$ cat src/cfg_pin_pkg.sv
package cfg_pin_pkg;

    // Timing of the initialization phase at the 40 MHz configuration clock.
    localparam int CLK_PERIOD_PS = 25000;
    localparam int INIT_LOW_TIME_NS = 1000;
    localparam int INIT_LOW_CYCLES = (INIT_LOW_TIME_NS * 1000 + CLK_PERIOD_PS - 1) / CLK_PERIOD_PS;
    localparam int INIT_CNT_W = 16;

    // Loader watchdog while reading the nonvolatile array.
    localparam int LOAD_TIMEOUT_CYCLES = 4000;

    // Memory clear walks every frame of the volatile array.
    localparam int FRAME_AW = 4;
    localparam logic [FRAME_AW-1:0] FRAME_LAST = 4'hF;
    localparam logic [7:0] FRAME_CLEAR = 8'h00;

    // Load source selection.
    localparam logic SRC_NV_ARRAY = 1'b0;
    localparam logic SRC_EXT_FLASH = 1'b1;

    // Error cause encodings.
    localparam logic [2:0] ERR_NONE = 3'h0;
    localparam logic [2:0] ERR_CRC = 3'h1;
    localparam logic [2:0] ERR_CMD = 3'h2;
    localparam logic [2:0] ERR_TIMEOUT = 3'h3;
    localparam logic [2:0] ERR_NO_DONE = 3'h4;

    // Configuration phases.
    typedef enum logic [2:0] {
        PH_POR,
        PH_INIT,
        PH_WAIT_INIT,
        PH_LOAD,
        PH_WAKE_HOLD,
        PH_USER,
        PH_ERROR
    } phase_t;

    // Feature-row style persistence settings, steady while the block runs.
    typedef struct packed {
        logic erased;
        logic restart_en;
        logic init_en;
        logic done_en;
        logic slave_serial_cfg_port_keep;
        logic i2c_keep;
        logic master_serial_cfg_port_keep;
        logic load_src;
    } feature_t;

    // Progress and error reports from the bitstream engine.
    typedef struct packed {
        logic frame_valid;
        logic [7:0] frame_data;
        logic program_done;
        logic crc_error;
        logic cmd_error;
        logic nv_ack;
        logic mem_end;
    } load_evt_t;

    // Pin ownership: high means the port keeps its configuration function.
    typedef struct packed {
        logic scan_port;
        logic slave_serial_cfg_port_port;
        logic i2c_port;
        logic master_serial_cfg_port_port;
        logic restart_pin;
        logic init_pin;
        logic done_pin;
        logic prom_sel_pin;
    } port_own_t;

endpackage

$ cat src/cfg_frame_mem.sv
`timescale 1ns/1ps
`default_nettype none

// Small model of the volatile configuration array with registered read data.
module cfg_frame_mem (
    input wire logic mclk_in,
    input wire logic ce_in,
    input wire logic we_in,
    input wire logic [cfg_pin_pkg::FRAME_AW-1:0] addr_in,
    input wire logic [7:0] wdata_in,
    output logic [7:0] rdata_out
);
    import cfg_pin_pkg::*;

    logic [7:0] mem_q [0:(1<<FRAME_AW)-1];
    logic [7:0] rdata_q;

    // No reset on the storage; clearing is done by the sequencer walking every frame.
    always_ff @(posedge mclk_in) begin
        if (ce_in) begin
            if (we_in) begin
                mem_q[addr_in] <= wdata_in;
            end
            rdata_q <= mem_q[addr_in];
        end
    end

    assign rdata_out = rdata_q;
endmodule

`default_nettype wire

$ cat src/cfg_pin_seq.sv
`timescale 1ns/1ps
`default_nettype none

module cfg_pin_seq (
    input wire logic mclk_in,
    input wire logic srst_in,
    input wire logic ce_in,
    input wire cfg_pin_pkg::feature_t feature_in,
    input wire logic config_restart_n_in,
    output logic restart_pullup_out,
    input wire logic init_status_n_in,
    output logic init_status_n_out,
    output logic init_status_n_oe_out,
    input wire logic done_in,
    output logic done_out,
    output logic done_oe_out,
    input wire logic refresh_in,
    input wire logic scan_prog_busy_in,
    input wire cfg_pin_pkg::load_evt_t load_evt_in,
    output logic load_start_out,
    output logic load_src_out,
    output logic nv_read_out,
    output cfg_pin_pkg::port_own_t port_own_out,
    output logic [cfg_pin_pkg::FRAME_AW-1:0] frame_addr_out,
    output logic [7:0] frame_rdata_out,
    output logic done_flag_out,
    output logic user_mode_out,
    output logic config_error_out,
    output logic [2:0] error_cause_out,
    output cfg_pin_pkg::phase_t phase_out
);
    import cfg_pin_pkg::*;

    ////////////////////////////////////////////////////////////////////////////////
    // State record.

    typedef struct packed {
        phase_t phase;
        logic rst_s1;
        logic rst_s2;
        logic rst_s3;
        logic [INIT_CNT_W-1:0] init_cnt;
        logic [FRAME_AW-1:0] frame;
        logic clear_done;
        logic [INIT_CNT_W-1:0] wdog;
        logic done_flag;
        logic [2:0] err_cause;
        logic init_drive;
        logic done_drive;
        logic start_pulse;
        logic [7:0] rdata;
    } state_t;

    state_t s_q;
    state_t s_d;

    // Decoded restart conditions, the memory write port and its data path.
    // These are plain combinational helpers except mem_rdata, the array's registered read data; all state outside the array lives in s_q.
    logic restart_fall;
    logic restart_honoured;
    logic restart_low;
    logic init_pin_low;
    logic done_pin_low;
    logic mem_we;
    logic [7:0] mem_rdata;
    logic [7:0] mem_wdata;

    ////////////////////////////////////////////////////////////////////////////////
    // Restart input conditioning.

    // Only the second and third stages feed the edge detector, so a metastable
    // first stage never reaches decision logic.
    assign restart_fall = s_q.rst_s3 && !s_q.rst_s2;
    assign restart_low = !s_q.rst_s2;

    // Power-up honours the pin regardless of the persistence setting, and a scan
    // programming sequence masks it completely until that sequence ends.
    assign restart_honoured = !scan_prog_busy_in &&
        (feature_in.restart_en || feature_in.erased || s_q.phase == PH_POR ||
         s_q.phase == PH_INIT || s_q.phase == PH_WAIT_INIT);

    // The pull-up is on only while restart is enabled or the part is erased, not in the init phases alone.
    assign restart_pullup_out = feature_in.restart_en || feature_in.erased;

    // Pins observed as low only when the enabled function gives them meaning.
    assign init_pin_low = feature_in.init_en && !feature_in.erased && !init_status_n_in;
    assign done_pin_low = feature_in.done_en && !feature_in.erased && !done_in;

    ////////////////////////////////////////////////////////////////////////////////
    // Next-state logic.

    // One process computes the whole next record. Defaults hold every field but the synchroniser,
    // the start pulse and the read data, so a phase only names what it changes and nothing latches by accident.
    always_comb begin
        s_d = s_q;
        s_d.rst_s1 = config_restart_n_in;
        s_d.rst_s2 = s_q.rst_s1;
        s_d.rst_s3 = s_q.rst_s2;
        s_d.start_pulse = 1'b0;
        s_d.rdata = mem_rdata;
        mem_we = 1'b0;
        mem_wdata = FRAME_CLEAR;

        case (s_q.phase)
            PH_POR: begin
                // Power-on reset releases straight into initialization.
                s_d.phase = PH_INIT;
                s_d.init_cnt = '0;
                s_d.frame = '0;
                s_d.clear_done = 1'b0;
            end
            PH_INIT: begin
                // Clear one frame per cycle while the init-low window runs.
                s_d.init_drive = 1'b1;
                s_d.done_drive = 1'b1;
                s_d.done_flag = 1'b0;
                s_d.err_cause = ERR_NONE;
                if (!s_q.clear_done) begin
                    mem_we = 1'b1;
                    s_d.frame = s_q.frame + 1'b1;
                    s_d.clear_done = (s_q.frame == FRAME_LAST);
                end
                if (s_q.init_cnt != INIT_CNT_W'(INIT_LOW_CYCLES)) begin
                    s_d.init_cnt = s_q.init_cnt + 1'b1;
                end else if (s_q.clear_done && !(restart_low && restart_honoured)) begin
                    s_d.phase = PH_WAIT_INIT;
                    s_d.init_drive = 1'b0;
                end
            end
            PH_WAIT_INIT: begin
                // Chained devices hold the open-drain line low until all are ready.
                // The line is only read when the pin is enabled and programmed, so
                // a floating general-purpose pin can never stall the loader.
                if (!init_pin_low) begin
                    s_d.phase = PH_LOAD;
                    s_d.start_pulse = 1'b1;
                    s_d.wdog = '0;
                    s_d.frame = '0;
                end
            end
            PH_LOAD: begin
                // Frames arrive in order; the address wraps at the array end.
                if (load_evt_in.frame_valid) begin
                    mem_we = 1'b1;
                    mem_wdata = load_evt_in.frame_data;
                    s_d.frame = s_q.frame + 1'b1;
                end
                // The watchdog only runs for the on-chip array; an external flash
                // is paced by its own clock and has no answer to wait for.
                if (feature_in.load_src == SRC_NV_ARRAY && !load_evt_in.nv_ack) begin
                    s_d.wdog = s_q.wdog + 1'b1;
                end else begin
                    s_d.wdog = '0;
                end
                // Priority among simultaneous faults: CRC, command, timeout, end.
                if (load_evt_in.crc_error) begin
                    s_d.err_cause = ERR_CRC;
                end else if (load_evt_in.cmd_error) begin
                    s_d.err_cause = ERR_CMD;
                end else if (s_q.wdog == INIT_CNT_W'(LOAD_TIMEOUT_CYCLES)) begin
                    s_d.err_cause = ERR_TIMEOUT;
                end else if (load_evt_in.mem_end && !load_evt_in.program_done) begin
                    s_d.err_cause = ERR_NO_DONE;
                end
                // A fault wins over a done command in the same cycle, so a bad
                // bitstream can never wake the device.
                if (s_d.err_cause != ERR_NONE) begin
                    s_d.phase = PH_ERROR;
                    s_d.init_drive = 1'b1;
                end else if (load_evt_in.program_done) begin
                    s_d.done_flag = 1'b1;
                    s_d.phase = PH_WAKE_HOLD;
                end
            end
            PH_WAKE_HOLD: begin
                // Release done, then wait while another agent still holds it low.
                s_d.done_drive = 1'b0;
                // The wait lasts one cycle at least, so the released line is read
                // only after our own driver has let go of it.
                if (!(feature_in.done_en && !feature_in.erased) ||
                    (!s_q.done_drive && !done_pin_low)) begin
                    s_d.phase = PH_USER;
                end
            end
            PH_USER: begin
                // Only restart or refresh leave user mode; see the override below.
                s_d.done_drive = 1'b0;
            end
            PH_ERROR: begin
                // Error state is sticky: no wake-up and done stays low.
                s_d.init_drive = 1'b1;
                s_d.done_drive = 1'b1;
                s_d.done_flag = 1'b0;
            end
            default: begin
                // An unused code restarts the whole sequence from power-on.
                s_d.phase = PH_POR;
            end
        endcase

        // Restart or refresh overrides every phase except the initial reset.
        // It comes last so that it beats any phase move made above.
        if (s_q.phase != PH_POR &&
            ((restart_fall && restart_honoured) || refresh_in)) begin
            s_d.phase = PH_INIT;
            s_d.init_cnt = '0;
            s_d.frame = '0;
            s_d.clear_done = 1'b0;
            s_d.init_drive = 1'b1;
            s_d.done_drive = 1'b1;
            s_d.done_flag = 1'b0;
        end
    end

    ////////////////////////////////////////////////////////////////////////////////
    // State register.

    // The synchroniser resets high so a released pin is not mistaken for an edge.
    always_ff @(posedge mclk_in) begin
        if (srst_in) begin
            s_q <= '0;
            s_q.phase <= PH_POR;
            s_q.rst_s1 <= 1'b1;
            s_q.rst_s2 <= 1'b1;
            s_q.rst_s3 <= 1'b1;
            s_q.init_drive <= 1'b1;
            s_q.done_drive <= 1'b1;
        end else if (ce_in) begin
            s_q <= s_d;
        end
    end

    ////////////////////////////////////////////////////////////////////////////////
    // Volatile configuration array.

    // The array shares the frame pointer with the clear walk and the loader,
    // so both write in ascending order from address zero.
    cfg_frame_mem u_frame_mem (
        .mclk_in(mclk_in),
        .ce_in(ce_in),
        .we_in(mem_we),
        .addr_in(s_q.frame),
        .wdata_in(mem_wdata),
        .rdata_out(mem_rdata)
    );

    ////////////////////////////////////////////////////////////////////////////////
    // Pin drivers.

    // Open-drain: the output value is always low and only the enable moves.
    // A disabled pin is never driven, so the board pull-up leaves it high.
    assign init_status_n_out = 1'b0;
    assign init_status_n_oe_out = s_q.init_drive && feature_in.init_en && !feature_in.erased;
    assign done_out = 1'b0;
    assign done_oe_out = s_q.done_drive && feature_in.done_en && !feature_in.erased;

    ////////////////////////////////////////////////////////////////////////////////
    // Port ownership.

    // Erased parts keep scan, slave serial and I2C for programming; a held restart
    // shuts the slave serial and I2C ports so a host cannot start too early.
    always_comb begin
        port_own_out = '0;
        port_own_out.scan_port = 1'b1;
        if (feature_in.erased) begin
            port_own_out.slave_serial_cfg_port_port = !restart_low;
            port_own_out.i2c_port = !restart_low;
            port_own_out.restart_pin = 1'b1;
        end else begin
            // Outside user mode the ports serve configuration; afterwards only kept ones.
            port_own_out.slave_serial_cfg_port_port = (s_q.phase != PH_USER) || feature_in.slave_serial_cfg_port_keep;
            port_own_out.i2c_port = (s_q.phase != PH_USER) || feature_in.i2c_keep;
            // The master port is only needed while loading from external flash.
            port_own_out.master_serial_cfg_port_port = (s_q.phase != PH_USER) ?
                (feature_in.load_src == SRC_EXT_FLASH) : feature_in.master_serial_cfg_port_keep;
            port_own_out.restart_pin = feature_in.restart_en;
            port_own_out.init_pin = feature_in.init_en;
            port_own_out.done_pin = feature_in.done_en;
            port_own_out.prom_sel_pin = port_own_out.master_serial_cfg_port_port;
        end
    end

    ////////////////////////////////////////////////////////////////////////////////
    // Status outputs.

    // Every status output is a register, a decode of the phase register or the steady feature setting,
    // so none of them glitches on a changing pin.
    assign load_start_out = s_q.start_pulse;
    assign load_src_out = feature_in.load_src;
    assign nv_read_out = (s_q.phase == PH_LOAD) && (feature_in.load_src == SRC_NV_ARRAY);
    assign frame_addr_out = s_q.frame;
    assign frame_rdata_out = s_q.rdata;
    assign done_flag_out = s_q.done_flag;
    assign user_mode_out = (s_q.phase == PH_USER);
    assign config_error_out = (s_q.phase == PH_ERROR);
    assign error_cause_out = s_q.err_cause;
    assign phase_out = s_q.phase;
endmodule

`default_nettype wire

$ cat config.mk
export PLATFORM = sky130hd
export DESIGN_NAME = cfg_pin_seq
export DESIGN_NICKNAME = d
export VERILOG_FILES = /design/src/cfg_pin_pkg.sv /design/src/cfg_frame_mem.sv /design/src/cfg_pin_seq.sv
export SDC_FILE = /design/constraint.sdc
export NUM_CORES = 1
export LEC_CHECK = 0
export CAP_MARGIN = 15
export CORE_ASPECT_RATIO = 0.7
export CORE_UTILIZATION = 45
export DETAILED_ROUTE_END_ITERATION = 7
export DONT_BUFFER_PORTS = 1
export GPL_TIMING_DRIVEN = 0
export SYNTH_ARGS = -nofsm -noshare
export SYNTH_HDL_FRONTEND = slang
export SYNTH_SLANG_ARGS = --single-unit
$ cat constraint.sdc
create_clock -name mclk_in -period 2.8 [get_ports mclk_in]
set_input_delay 0.14 -clock mclk_in [delete_from_list [all_inputs] [get_ports mclk_in]]
set_output_delay 0.14 -clock mclk_in [all_outputs]
set_load 0.02 [all_outputs]
==> flow_metrics.env <==
export IMPL_die_x_um=167
export IMPL_regArea_um2=5250
export IMPL_r2r_start="phase_out[0]"
export IMPL_max_freq_ghz=0.373
export IMPL_routed_wl_um=20000
export IMPL_grt_max_degree=23
export IMPL_critPathMaxStageDelay_ns=0.68
export IMPL_rrSetupSlack_ns=0.12
export IMPL_ys_ff_latch=194
export IMPL_setup_viol=0
export IMPL_slowest_stage="nor2_1"
export IMPL_cp_arrival_ns=2.75
export IMPL_crit_type="reg -> reg"
export IMPL_drt_iter0_markers=543
export IMPL_critPathLaunchType="register"
export IMPL_min_period_ns=2.68
export IMPL_cts_sinks=194
export IMPL_antenna_cells=0
export IMPL_synth_sequential_area_ratio_pct=61.3
export IMPL_internal_power_w=0.00440
export IMPL_tns_ns=0
export IMPL_start_util_pct=46.7
export IMPL_fillers=1497
export IMPL_slew_violations=0
export IMPL_syn_area_um2=8560
export IMPL_worstMarginPinSlew_ns=1.07
export IMPL_setup_slack_ns=0.116
export IMPL_grt_pass1_wl_um=30600
export IMPL_async_flop_share_pct=0
export IMPL_fin_area_um2=9610
export IMPL_placed_cell_area_um2=8880
export IMPL_hold_viol=2
export IMPL_cts_tree="built"
export IMPL_synthTopCellsByCount="136 x edfxtp_1, 73 x nor2_1, 58 x dfxtp_1, 40 x mux4_2, 32 x nand2_1"
export IMPL_leakage_nw=3.43
export IMPL_die_y_um=117
export IMPL_crit_top_cell="nor2_1"
export IMPL_path_cells="buf_4, inv_1, nor2_1, nand2_1, nor2_1, nand2_1, nor2_1"
export IMPL_comb_power_share_pct=4.7
export IMPL_p_clk_share_pct=42.8
export IMPL_hold_class="in -> reg"
export IMPL_area_delta_synth_final_pct=12.4
export IMPL_violations="negative hold slack"
export IMPL_max_slew_margin_pct=28.0
export IMPL_wl_per_cell_um=21.7
export IMPL_drive_above_1_share_pct=19.8
export IMPL_fin_util_pct=52.5
export IMPL_layout_nets=707
export IMPL_synth_area_top_cells="edfxtp_1 48%, dfxtp_1 14%, mux4_2 11%"
export IMPL_cts_setup_buffers=0
export IMPL_insertion_delay_ns=0.43
export IMPL_multi_input_area_um2=2990
export IMPL_place_ws_ns=0.0820
export IMPL_drc=0
export IMPL_yosysUniqueCellTypes=61
export IMPL_postRouteAntennaNets=0
export IMPL_clkTransAtPathRegs_ns=0.08
export IMPL_antenna_found_initial=0
export IMPL_rows=41
export IMPL_status="finished with violations"
export IMPL_root_buffer="clkbuf_16"
export IMPL_avgSynthCellArea_um2=13.4
export IMPL_grt_pass1_vias=5096
export IMPL_fin_hold_ws_ns=-0.00397
export IMPL_clock_path_buffers=2
export IMPL_synth_most_common_cell="edfxtp_1"
export IMPL_required_ns=2.86
export IMPL_yosysWarnings=0
export IMPL_port_buffers=0
export IMPL_die_area_um2=19600
export IMPL_synth_top_area_cell="edfxtp_1"
export IMPL_grtUsageTotal_pct=21.2
export IMPL_core_um2=18300
export IMPL_synth_edf_count=136
export IMPL_p_switching_w=0.00145
export IMPL_seq_power_share_pct=52.5
export IMPL_h_tree_depth=4
export IMPL_timing_final_crit_share_pct=95.9
export IMPL_avgViaCountPerCell=5.87
export IMPL_dr_total_vias=5390
export IMPL_numCtsBuffers=17
export IMPL_crit_fanout=10
export IMPL_reg2reg_to="u_frame_mem.mem_q[8][1]"
export IMPL_hold_path_endpoint="s_q[30]"
export IMPL_hpwl_um=14200
export IMPL_rsz0062_at_grt="true"
export IMPL_ios=67
export IMPL_swShare_pct=24.8
export IMPL_end_kind="register"
export IMPL_cap_violations=0
export IMPL_holdCritStartpoint="srst_in"
export IMPL_ir_drop_uv=344
export IMPL_synth_top_area_share_pct=47.7
export IMPL_fin_skew_ns=0.0117
export IMPL_grt_overflow_total=0
export IMPL_worstHoldPathCells=2
export IMPL_p_per_area_nw_per_um2=608
export IMPL_place_gp_congestion=0.945
export IMPL_syn_inst=637
export IMPL_synth_main_ff_cell="edfxtp_1"
export IMPL_firstDrtPassIters=5
export IMPL_reg2reg_depth=7
[layout by cell type, fill, tap and decap left out, types with 12 or more instances in the layout]
| cell | instances |
|---|---|
| a21oi_1 | 29 |
| and3_1 | 13 |
| buf_4 | 26 |
| clkbuf_1 | 13 |
| clkbuf_16 | 17 |
| dfxtp_1 | 58 |
| edfxtp_1 | 136 |
| inv_1 | 12 |
| mux4_2 | 40 |
| nand2_1 | 32 |
| nor2_1 | 64 |
| nor3_1 | 12 |
| o21ai_0 | 19 |
| xor2_1 | 13 |
[worst max path at each step]
stage	end	slack, ns	start	cells after the start
floorplan	u_frame_mem.rdata_out[1]	0.51	frame_addr_out[0]	4
global placement	u_frame_mem.mem_q[1][0]	-0.24	phase_out[0]	7
detailed placement	u_frame_mem.rdata_out[5]	0.08	frame_addr_out[0]	4
CTS	port_own_out[4]	0.008	phase_out[2]	7
global route	u_frame_mem.mem_q[4][0]	-0.10	frame_addr_out[2]	4
finish	u_frame_mem.mem_q[8][1]	0.12	phase_out[0]	7
[timing repair]
item	CTS	global route
resized for setup	0	14
hold buffers	8	0
endpoints found under the setup margin	0	109
hold endpoints to repair	12	0
[worst max-delay path, delay by kind of cell (launching register included)]
kind,cells,cell delay [ns]
buf+inv,2,0.36
flops,1,0.35
simple gates,5,1.60
[layout make-up]
class | instances | area share [%]
Tap cell | 236 | 3.07
Inverter | 12 | 0.469
Buffer | 53 | 3.32
Multi-Input combinational cell | 379 | 31.1
Clock buffer | 17 | 4.43
Timing Repair Buffer | 12 | 1.07
Clock inverter | 15 | 1.99
Sequential cell | 194 | 54.6
[routing by layer]
layer	GRT usage, %	vias up	part of all wire [%]
met5	0	-	0
met4	5.27	0	0.93
met3	5.60	15	9.2
met2	29.7	239	43
met1	32.5	2687	47
li1	-	2449	-
[sequential cells by signal, summed over array words and instances, names as in the netlist, 2 cells and up]
register / cells
phase_out: 3
s_d: 2
s_q: 36
u_frame_mem.rdata_out: 8
error_cause_out: 3
u_frame_mem.mem_q: 128
frame_addr_out: 4
frame_rdata_out: 8
[metrics by stage]
| step | cells | total power, W |
|---|---|---|
| final | 918 | 0.00585 |
| after global placement | 874 | 0.00339 |
| after global routing | 918 | 0.00604 |
| after floorplan | 638 | 0.00334 |
| after CTS | 918 | 0.00589 |
| after detailed placement | 878 | 0.00340 |
[power groups by stage]
stage / clock network [W] / logic (W) / registers, W
floorplan: 0 / 0.000204 / 0.00313
global placement: 0 / 0.000257 / 0.00314
detailed placement: 0 / 0.000262 / 0.00314
CTS: 0.00255 / 0.000272 / 0.00307
global route: 0.00267 / 0.000297 / 0.00307
finish: 0.00250 / 0.000276 / 0.00307
[cells by family (layout without fill, tap and decap cells)]
group,count (synthesis),after routing,synth area share [%]
AND/OR/NAND/NOR,211,211,12.9
flip-flops,194,194,61.3
AO/OA/AOI/OAI,87,87,6.60
buffers and inverters,65,109,4.23
multiplexers,51,51,11.8
XOR/XNOR,19,19,1.95
adder cells (fa/ha/maj),8,8,1.17
other,2,3,0.0878
Note: power is estimated with default switching activity, not from simulation.
